$ cat src/common/plsr_pkg.sv
// plsr_pkg: constants shared by the parallel-load shift register and its buffer.
// assumes one 100 MHz system clock; all pin inputs are asynchronous to it.
package plsr_pkg;
   // chain geometry
   localparam int unsigned STAGES      = 8;
   localparam int unsigned LAST_STAGE  = STAGES - 1;
   // input synchroniser depth
   localparam int unsigned SYNC_DEPTH  = 2;
   // shifted-bit buffer geometry
   localparam int unsigned BUF_WIDTH   = 1;
   localparam int unsigned BUF_DEPTH   = 2;
   // system clock
   localparam int unsigned CLK_PERIOD_NS = 10;
   // reset values of control flops
   localparam logic [1:0] RST_SYNC_RESET  = 2'h0;
   localparam logic       GATE_PREV_RESET = 1'h1; // no false edge after reset
   localparam logic       SEEN_RESET      = 1'h0;
endpackage

$ cat src/hw/plsr_bit_buffer.sv
// plsr_bit_buffer: two-entry buffer with valid and ready on both sides.
// assumes a synchronised active-low reset copy from the top module.
`timescale 1ns/1ps
module plsr_bit_buffer #(
   parameter int unsigned WIDTH = plsr_pkg::BUF_WIDTH
) (
   // clock and reset
   input  wire logic             sys_clk,
   input  wire logic             rst_sync_b,
   // filling side
   input  wire logic             in_valid,
   input  wire logic [WIDTH-1:0] in_data,
   output logic                  in_ready,
   // draining side
   output logic                  out_valid,
   output logic      [WIDTH-1:0] out_data,
   input  wire logic             out_ready
);
   import plsr_pkg::*;

   logic             spare_valid;
   logic [WIDTH-1:0] spare_data;
   logic             next_out_valid;
   logic             next_spare_valid;
   logic             push;
   logic             pop;

   assign push = in_valid & in_ready;
   assign pop  = out_valid & out_ready;

   // head slot refills from the spare slot first so order is kept
   always_comb begin
      next_out_valid   = out_valid;
      next_spare_valid = spare_valid;
      if (!out_valid || pop) begin
         next_out_valid   = spare_valid | push;
         next_spare_valid = spare_valid & push;
      end else if (push) begin
         next_spare_valid = 1'h1;
      end
   end

   // valid flags and registered ready, so ready is an honest not-full
   always_ff @(posedge sys_clk or negedge rst_sync_b) begin
      if (!rst_sync_b) begin
         out_valid   <= 1'h0;
         spare_valid <= 1'h0;
         in_ready    <= 1'h0;
      end else begin
         out_valid   <= next_out_valid;
         spare_valid <= next_spare_valid;
         in_ready    <= ~next_spare_valid;
      end
   end

   // data slots carry no reset; they are qualified by the valid flags
   always_ff @(posedge sys_clk) begin
      if (!out_valid || pop) begin
         if (spare_valid) begin
            out_data <= spare_data;
         end else begin
            out_data <= in_data;
         end
         if (spare_valid && push) begin
            spare_data <= in_data;
         end
      end else if (push) begin
         spare_data <= in_data;
      end
   end
endmodule // plsr_bit_buffer

$ cat src/hw/plsr_shift_register.sv
// plsr_shift_register: eight-stage parallel/serial-in, serial-out shift register.
// assumes all control and data pins are asynchronous; they pass two flops first.
// Function
// - eight storage stages, filled in parallel or serially, emptied serially
// - load low makes every stage copy its parallel input, ignoring clocks
// - during load, true output follows last parallel input, inverted output opposite
// - load high and no qualifying edge: stages keep their contents
// - qualifying rising edge: serial input enters first stage, others move on
// - last stage value is discarded on each shift
// - true output equals last stage, inverted output its complement
// - no shift while inhibit high, nor while clock high
// - clock and inhibit interchangeable; either rising, other low, shifts once
// - stages have no reset; contents unknown until written
`timescale 1ns/1ps
module plsr_shift_register (
   // clock and reset
   input  wire logic                          sys_clk,
   input  wire logic                          rst_b,
   // register pins
   input  wire logic                          shift_not_load,
   input  wire logic                          shift_clock,
   input  wire logic                          clock_inhibit,
   input  wire logic                          serial_in,
   input  wire logic [plsr_pkg::STAGES-1:0]   parallel_inputs,
   output logic                               serial_out,
   output logic                               serial_out_n,
   // stream of bits shifted out of the last stage
   output logic                               bit_valid,
   output logic                               bit_data,
   input  wire logic                          bit_ready,
   output logic                               fill_ready
);
   import plsr_pkg::*;

   logic [1:0]          rst_sync;
   logic                rst_sync_b;
   logic [STAGES+3:0]   pin_meta;
   logic [STAGES+3:0]   pin_sync;
   logic                snl_s;
   logic                clk_s;
   logic                inh_s;
   logic                ser_s;
   logic [STAGES-1:0]   par_s;
   logic                gate_now;
   logic                gate_prev;
   logic                shift_evt;
   logic [STAGES-1:0]   stage;
   logic [STAGES-1:0]   next_stage;
   logic                seen_load;

   // reset release through two flops; assertion is immediate
   always_ff @(posedge sys_clk or negedge rst_b) begin
      if (!rst_b) begin
         rst_sync <= RST_SYNC_RESET;
      end else begin
         rst_sync <= {rst_sync[0], 1'h1};
      end
   end
   assign rst_sync_b = rst_sync[1];

   // two-flop synchronisers for every pin; first rank read only by the second
   always_ff @(posedge sys_clk) begin
      pin_meta <= {shift_not_load, shift_clock, clock_inhibit, serial_in, parallel_inputs};
      pin_sync <= pin_meta;
   end
   assign {snl_s, clk_s, inh_s, ser_s, par_s} = pin_sync;

   // or-gated clock
   // either input rising while the other is low gives one rising edge here
   assign gate_now = clk_s | inh_s;

   always_ff @(posedge sys_clk or negedge rst_sync_b) begin
      if (!rst_sync_b) begin
         gate_prev <= GATE_PREV_RESET;
      end else begin
         gate_prev <= gate_now;
      end
   end

   // edge qualification
   // a high level on either input holds the gate high, so no edge can form
   assign shift_evt = snl_s & gate_now & ~gate_prev;

   // next chain value
   // the load is level driven, emulated by copying the pins every cycle
   genvar gi;
   generate
      for (gi = 0; gi < STAGES; gi++) begin : g_stage
         if (gi == 0) begin : g_first
            always_comb begin
               if (!snl_s) begin
                  next_stage[gi] = par_s[gi];
               end else if (shift_evt) begin
                  next_stage[gi] = ser_s;
               end else begin
                  next_stage[gi] = stage[gi];
               end
            end
         end else begin : g_rest
            always_comb begin
               if (!snl_s) begin
                  next_stage[gi] = par_s[gi];
               end else if (shift_evt) begin
                  next_stage[gi] = stage[gi-1];
               end else begin
                  next_stage[gi] = stage[gi];
               end
            end
         end
      end
   endgenerate

   // last value dropped; only copy leaves through the bit stream
   always_ff @(posedge sys_clk) begin
      stage <= next_stage;
   end

   // output pair
   // both outputs are flops fed from the same next value, so they never skew
   always_ff @(posedge sys_clk) begin
      serial_out   <= next_stage[LAST_STAGE];
      serial_out_n <= ~next_stage[LAST_STAGE];
   end

   // marks that the chain holds defined data, for the checks below
   always_ff @(posedge sys_clk or negedge rst_sync_b) begin
      if (!rst_sync_b) begin
         seen_load <= SEEN_RESET;
      end else if (!snl_s) begin
         seen_load <= 1'h1;
      end
   end

   // shifted-out bits are buffered; a full buffer drops the bit and fill_ready shows it
   plsr_bit_buffer #(
      .WIDTH (BUF_WIDTH)
   ) u_buffer (
      .sys_clk    (sys_clk),
      .rst_sync_b (rst_sync_b),
      .in_valid   (shift_evt),
      .in_data    (stage[LAST_STAGE]),
      .in_ready   (fill_ready),
      .out_valid  (bit_valid),
      .out_data   (bit_data),
      .out_ready  (bit_ready)
   );

   property p_load_copies;
      @(posedge sys_clk) disable iff (!rst_sync_b)
      !snl_s |=> stage == $past(par_s);
   endproperty
   a_load_copies: assert property (p_load_copies)
      else $error("stages did not take parallel inputs during load");

   property p_load_output;
      @(posedge sys_clk) disable iff (!rst_sync_b)
      !snl_s |=> (serial_out == $past(par_s[LAST_STAGE]))
                 && (serial_out_n != $past(par_s[LAST_STAGE]));
   endproperty
   a_load_output: assert property (p_load_output)
      else $error("outputs do not follow last parallel input during load");

   property p_hold;
      @(posedge sys_clk) disable iff (!rst_sync_b)
      seen_load && snl_s && !shift_evt |=> $stable(stage);
   endproperty
   a_hold: assert property (p_hold)
      else $error("stages changed without a qualifying edge");

   property p_shift;
      @(posedge sys_clk) disable iff (!rst_sync_b)
      seen_load && shift_evt |=> (stage[0] == $past(ser_s))
                                 && (stage[STAGES-1:1] == $past(stage[STAGES-2:0]));
   endproperty
   a_shift: assert property (p_shift)
      else $error("shift did not move the chain by one place");

   property p_discard;
      @(posedge sys_clk) disable iff (!rst_sync_b)
      seen_load && snl_s && shift_evt |=> serial_out == $past(stage[LAST_STAGE-1]);
   endproperty
   a_discard: assert property (p_discard)
      else $error("last stage not replaced by its neighbour on shift");

   property p_outputs;
      @(posedge sys_clk) disable iff (!rst_sync_b)
      seen_load |-> (serial_out == stage[LAST_STAGE]) && (serial_out_n != serial_out);
   endproperty
   a_outputs: assert property (p_outputs)
      else $error("outputs disagree with last stage");

   property p_blocked;
      @(posedge sys_clk) disable iff (!rst_sync_b)
      $past(clk_s) || $past(inh_s) |-> !shift_evt;
   endproperty
   a_blocked: assert property (p_blocked)
      else $error("shift taken while clock or inhibit was high");

   property p_either_edge;
      @(posedge sys_clk) disable iff (!rst_sync_b)
      snl_s && (($rose(clk_s) && !inh_s && !$past(inh_s))
                || ($rose(inh_s) && !clk_s && !$past(clk_s))) |-> shift_evt;
   endproperty
   a_either_edge: assert property (p_either_edge)
      else $error("rising edge on clock or inhibit gave no shift");

   property p_push_stream;
      @(posedge sys_clk) disable iff (!rst_sync_b)
      seen_load && shift_evt && fill_ready && !bit_valid |=> bit_valid
         && (bit_data == $past(stage[LAST_STAGE]));
   endproperty
   a_push_stream: assert property (p_push_stream)
      else $error("shifted-out bit not presented on the stream");
endmodule // plsr_shift_register

$ cat config.mk
export PLATFORM = sky130hd
export DESIGN_NAME = plsr_shift_register
export DESIGN_NICKNAME = d
export VERILOG_FILES = /design/src/common/plsr_pkg.sv /design/src/hw/plsr_bit_buffer.sv /design/src/hw/plsr_shift_register.sv
export SDC_FILE = /design/constraint.sdc
export NUM_CORES = 1
export LEC_CHECK = 0
export ABC_AREA = 1
export BUFFER_PORTS_ARGS = -buffer_cell sky130_fd_sc_hd__buf_2
export CAP_MARGIN = 5
export CORE_MARGIN = 5
export CORE_UTILIZATION = 52
export DETAILED_ROUTE_END_ITERATION = 10
export PLACE_DENSITY_LB_ADDON = 0.15
export SLEW_MARGIN = 25
export SYNTH_ARGS = -nofsm -noshare
export SYNTH_HDL_FRONTEND = slang
export SYNTH_HIERARCHICAL = 1
export SYNTH_SLANG_ARGS = --single-unit
$ cat constraint.sdc
create_clock -name sys_clk -period 0.8 [get_ports sys_clk]
set_input_delay 0.04 -clock sys_clk [delete_from_list [all_inputs] [get_ports sys_clk]]
set_output_delay 0.04 -clock sys_clk [all_outputs]
set_load 0.005 [all_outputs]
==> results of run 1 <==
==> per-layer routing <==
layer | GRT usage, % | vias up | share of wire [%]
li1 | - | 419 | -
met1 | 17.7 | 364 | 40
met2 | 23.7 | 23 | 49
met3 | 7.68 | 6 | 7.9
met4 | 5.83 | 0 | 2.7
met5 | 0 | - | 0
==> final cells by class <==
cell class / instances / area [um2] / share of cell area [%]
inverter: 7 / 28.8 / 1.58
clock buffer: 5 / 37.5 / 2.06
tap: 28 / 35.0 / 1.92
clock inverter: 3 / 68.8 / 3.77
multi-input combinational: 50 / 312 / 17.1
timing repair buffer: 48 / 389 / 21.3
sequential: 41 / 955 / 52.3
==> flip-flops by register name, summed over array words and instances, names as in the netlist, named ones only <==
register / flops
stage: 7
u_buffer/spare_data: 1
serial_out_n: 1
u_buffer/spare_valid: 1
pin_meta: 12
u_buffer/out_valid: 1
u_buffer/out_data: 1
u_buffer/in_ready: 1
rst_sync: 2
gate_prev: 1
pin_sync: 12
==> repair_timing <==
action,CTS,global route
buffers inserted,5,1
hold buffers,15,0
setup endpoints to repair,27,28
pin swaps,12,3
resized for setup,17,8
hold endpoints to repair,16,0
==> worst min-delay path, delay by kind of cell <==
family,cells,cell delay [ps]
buffers and inverters,2,140
AND/OR/NAND/NOR,1,80
==> cell usage in the layout (no fill, tap or decap), types with 2 or more instances in the layout <==
cell	n
dfxtp_1	23
nand2_1	20
buf_2	17
dlygate4sd3_1	15
nand2_2	12
edfxtp_1	10
buf_4	8
buf_6	7
clkbuf_4	5
dfrtp_1	5
inv_1	4
nand3_2	3
nand2_4	3
nor2_2	3
nor2_1	2
bufinv_16	2
dfxtp_2	2
inv_2	2
==> worst max-delay path by stage <==
stage                       startpoint                   to  slack, ps
after floorplan           pin_sync[11]  u_buffer/spare_data       -440
after global placement       gate_prev  u_buffer/spare_data       -280
after detailed placement     gate_prev  u_buffer/spare_data       -300
after CTS                    gate_prev  u_buffer/spare_data       -310
after global routing         gate_prev    u_buffer/in_ready       -370
final                        gate_prev  u_buffer/spare_data       -320
==> report_power, final <==
part	switching (mW)	internal [mW]	leakage [nW]	total, mW
sequential	0.0566	2.27	0.382	2.33
clock	0.663	0.984	0.0558	1.65
combinational	0.150	0.214	0.405	0.364
==> cells by family (layout without fill, tap and decap cells) <==
group	after synthesis	in the layout	share of synthesized area, %
simple gates	46	46	17.4
buf+inv	9	63	4.12
flops	41	41	76.6
other cells	1	1	0.302
compound gates	3	3	1.61
==> flow_metrics.tcl, run 1 <==
set metrics [dict create \
    htree_levels 2 \
    finalHoldWorstSlack_ps 36.6 \
    crit_path_cell_trace "nor3_4 -> nand2_2 -> a21oi_2" \
    die_w_um 58.9 \
    cts_tree "done" \
    grt_usage_pct 15.1 \
    num_rows 17 \
    antenna_found_initial 0 \
    synthFlopType "dfxtp_1" \
    syn_avg_cell_area_um2 12.4 \
    skew_ps 10.3 \
    routedWlPerCell_um 11.6 \
    path_depth 3 \
    cp.arrival_ps 1190 \
    start_util_pct 55.2 \
    slowest_delay_ps 410 \
    hp-start "bit_ready" \
    dpl.hpwl_um 1300 \
    synth_edf_count 10 \
    fin_area_um2 1830 \
    layoutNonFillerInstCount 182 \
    core-area_um2 2250 \
    cp.required_ps 870 \
    clk_latency_ps 340 \
    min_to "u_buffer/out_data" \
    critPathBufInv 0 \
    synth_common_cells "nand2_1 (31), dfxtp_1 (25), edfxtp_1 (10)" \
    path_class "reg2reg" \
    max_freq_mhz 896 \
    r2r_start "gate_prev" \
    leakagePower_nw 0.843 \
    placed_cells 153 \
    finalCritPeriodShare_pct 140 \
    violations "setup timing" \
    status "finished, violations left" \
    drtIter0Drc 11 \
    io_pins 20 \
    ys_types 19 \
    rsz0062_at_grt "true" \
    max_cap_viol_count 0 \
    place_area_um2 1440 \
    async_flop_share_pct 14.6 \
    crit_family "flip-flops" \
    synth_nets 115 \
    ant_nets 0 \
    yosysSeqAreaShare_pct 76.6 \
    start_kind "register" \
    fin_nets 168 \
    vias_per_cell 4.46 \
    cts_buffers 5 \
    power_density_nw_per_um2 2380 \
    drive_gt1_share_pct 46.8 \
    yosysTopAreaCell "dfxtp_1" \
    r2r_slack_ps -320 \
    finalWorstSetupSlack_ps -316 \
    num-fill-cells 135 \
    n_antenna_cell 0 \
    die_y_um 58.9 \
    clock_sinks 41 \
    tns_ps -4700 \
    drtPass1Iterations 4 \
    root_buffer "clkbuf_4" \
    clock_path_buffers 2 \
    ir_worst_vdd_uv 2020 \
    finalWirelength_um 2110 \
    crit_path_top_delay_cell "dfstp_2" \
    yosys_register_bits 41 \
    path_max_fanout 5 \
    grt_max_degree 15 \
    synth_top_area_share_pct 40.2 \
    whs_path_depth 3 \
    clk_pin_slew_ps 120 \
    finalWeightedCongestion 0.716 \
    p_total_mw 4.34 \
    r2r_cells 3 \
    io_buffers 19 \
    slew_violations 0 \
    grt_pass1_vias 821 \
    grt.overflow.total 0 \
    post-route-drc-count 0 \
    yosys_warnings 6 \
    synthTopCellsByArea "dfxtp_1 (40%), edfxtp_1 (24%), dfrtp_1 (10%)" \
    hold_viol_final 0 \
    post-route-min-period_ps 1120 \
    netlist_area_um2 1240 \
    hold_class "in2reg" \
    yosysMostFrequentCell "nand2_1" \
    setup_violations 28 \
    cp-end-kind "register" \
    pre_cts_ws_ps -295 \
    post-route-util_pct 81.0 \
    area_growth_syn_to_layout_pct 46.8 \
    syn-instance-count 100 \
    die-area_um2 3470 \
    grt_pass1_wl_um 3750 \
    timing.rr.end "u_buffer/spare_data" \
    vias 812 \
]
Power figures use the tool's default switching activity.
==> run 2: changes to the inputs <==
--- a/config.mk
+++ b/config.mk
@@ -5,7 +5,6 @@
 export SDC_FILE = /design/constraint.sdc
 export NUM_CORES = 1
 export LEC_CHECK = 0
-export ABC_AREA = 1
 export BUFFER_PORTS_ARGS = -buffer_cell sky130_fd_sc_hd__buf_2
 export CAP_MARGIN = 5
 export CORE_MARGIN = 5
==> run 2 against run 1 <==
The run still ends with setup timing left; flip-flop and latch count stayed put; sequential power about the same; hold slack worse by 8.1 ps; critical path depth is 1 lower; register-to-register slack is essentially flat; final area down 7.0%; first-iteration DRC count fell by 36%; critical endpoint is now stage[2]; largest cell class unchanged.
==> flow_metrics.tcl, run 2 <==
set metrics [dict create \
    dpl.hpwl_um 1130 \
    yosysSeqAreaShare_pct 79.7 \
    clkPwrFrac_pct 26.2 \
    hp-start "bit_ready" \
    max_cap_viol_count 0 \
    r2r_slack_ps -320 \
    max_freq_mhz 890 \
    yosys_register_bits 41 \
    finalWeightedCongestion 0.683 \
    cp.required_ps 890 \
    post-route-drc-count 0 \
    netlist_area_um2 1190 \
    clock_path_buffers 2 \
    die_y_um 57.9 \
    yosysMostFrequentCell "dfxtp_1" \
    io_buffers 19 \
    routed.top_layer "met4" \
    setup_violations 27 \
    skew_ps 7.31 \
    power_density_nw_per_um2 2110 \
    yosys_warnings 6 \
    whs_path_depth 2 \
    die_w_um 57.9 \
    violations "setup timing" \
    ant_nets 0 \
    crit_path_top_delay_cell "dfstp_2" \
    synthTopCellsByArea "dfxtp_1 (42%), edfxtp_1 (25%), dfrtp_1 (10%)" \
    rsz0062_at_grt "true" \
    area_growth_syn_to_layout_pct 42.1 \
    grt.overflow.total 0 \
    layout_common_cells "dfxtp_1 (22), buf_2 (17), dlygate4sd3_1 (14), edfxtp_1 (10), mux2_4 (8)" \
    routedWlPerCell_um 11.6 \
    fin_nets 137 \
    syn-instance-count 71 \
    tns_ps -6750 \
    drtPass1Iterations 3 \
    start_kind "register" \
    path_class "reg2reg" \
    r2r_cells 2 \
    die-area_um2 3360 \
    finalWorstSetupSlack_ps -324 \
    seqPwrFrac_pct 64.7 \
    vias 653 \
    start_util_pct 54.0 \
    wl_met2_um 900 \
    r2r_start "gate_prev" \
    ys_types 22 \
    internal-power_mw 2.81 \
    power_switching_uw 766 \
    finalWirelength_um 1750 \
    async_flop_share_pct 14.6 \
    synth_common_cells "dfxtp_1 (25), edfxtp_1 (10), mux2_2 (6)" \
    layoutNonFillerInstCount 151 \
    num_rows 17 \
    root_buffer "clkbuf_4" \
    share_comb_of_total_power_pct 9.1 \
    slowest_delay_ps 590 \
    slew_violations 0 \
    clk_latency_ps 320 \
    min_to "u_buffer/out_data" \
    hold_class "in2reg" \
    pre_cts_ws_ps -339 \
    crit_family "flip-flops" \
    syn_avg_cell_area_um2 16.8 \
    antenna_found_initial 0 \
    path_max_fanout 7 \
    crit_path_cell_trace "o21a_1 -> inv_2" \
    htree_levels 2 \
    io_pins 20 \
    clk_pin_slew_ps 110 \
    clock_sinks 41 \
    layout_commonest_cell "dfxtp_1" \
    yosysTopAreaCell "dfxtp_1" \
    status "finished, violations left" \
    critPathBufInv 1 \
    top_regs "pin_meta x12, pin_sync x12, stage x7" \
    synth_edf_count 10 \
    timing.rr.end "stage[2]" \
    grt_pass1_wl_um 2820 \
    vias_per_cell 4.32 \
    wl_met1_um 742 \
    grt_usage_pct 11.5 \
    synth_nets 86 \
    ir_worst_vdd_uv 1770 \
    synthFlopType "dfxtp_1" \
    cp-end-kind "register" \
    swShare_pct 21.4 \
    grt_pass1_vias 647 \
    place_area_um2 1420 \
    drtIter0Drc 7 \
    placed_cells 126 \
    cts_buffers 5 \
    post-route-min-period_ps 1120 \
    fin_area_um2 1700 \
    drive_gt1_share_pct 48.8 \
    met3WireLength_um 92 \
    hold_viol_final 0 \
    synth_top_area_share_pct 41.9 \
    grt_max_degree 14 \
    n_antenna_cell 0 \
    core-area_um2 2210 \
    leakagePower_nw 0.748 \
    cts_tree "done" \
    cp.arrival_ps 1220 \
    finalCritPeriodShare_pct 141 \
]
==> run 2: how the worst max path moves through the flow <==
stage	slack, ps	startpoint	to	cells past startpoint
4_1_cts	-320	gate_prev	stage[3]	2
6_report	-320	gate_prev	stage[2]	2
5_1_grt	-360	gate_prev	stage[6]	2
3_5_place_dp	-340	pin_sync[11]	u_buffer/spare_data	4
2_1_floorplan	-350	pin_sync[11]	u_buffer/spare_data	5
3_3_place_gp	-290	pin_sync[11]	stage[6]	2
==> run 2: cell type report <==
cell class / count / area (um2)
Clock buffer: 5 / 37.5
Clock inverter: 3 / 17.5
Fill cell: 145 / 514
Inverter: 6 / 25.0
Timing Repair Buffer: 45 / 365
Tap cell: 28 / 35.0
Multi-Input combinational cell: 23 / 259
Sequential cell: 41 / 958
==> run 2: routing by layer <==
| metal | vias up | GRT usage [%] |
|---|---|---|
| met5 | - | 0 |
| met2 | 15 | 19.8 |
| met3 | 2 | 4.68 |
| met4 | 0 | 2.98 |
| met1 | 294 | 13.2 |
| li1 | 342 | - |
==> run 2: logic make-up after synthesis <==
family	synth area share [%]
flip-flops	79.7
buffers and inverters	3.04
AND/OR/NAND/NOR	3.56
multiplexers	7.85
AO/OA/AOI/OAI	5.55
other	0.314
==> run 2: through the flow <==
stage	util (%)	power (mW)	hold WS (ps)
2_1_floorplan	-	2.47	-256
3_3_place_gp	64.1	2.57	-175
3_5_place_dp	64.1	2.58	-172
4_1_cts	76.5	3.63	2.34
5_1_grt	76.8	3.75	6.01
6_report	76.8	3.58	28.5
==> run 2: power groups by stage <==
stage	registers [mW]	clock network, mW	logic [mW]
final	2.32	0.939	0.326
after global routing	2.33	1.07	0.351
after CTS	2.32	0.995	0.323
after detailed placement	2.36	0	0.222
after global placement	2.36	0	0.216
after floorplan	2.35	0	0.115
==> run 2: what timing repair did <==
item                       in CTS  in global routing
setup endpoints to repair      27                 28
hold endpoints to repair       14                  0
gates resized for setup        14                  3
buffers inserted                3                  0
pin swaps                       1                  6
hold buffers                   14                  0
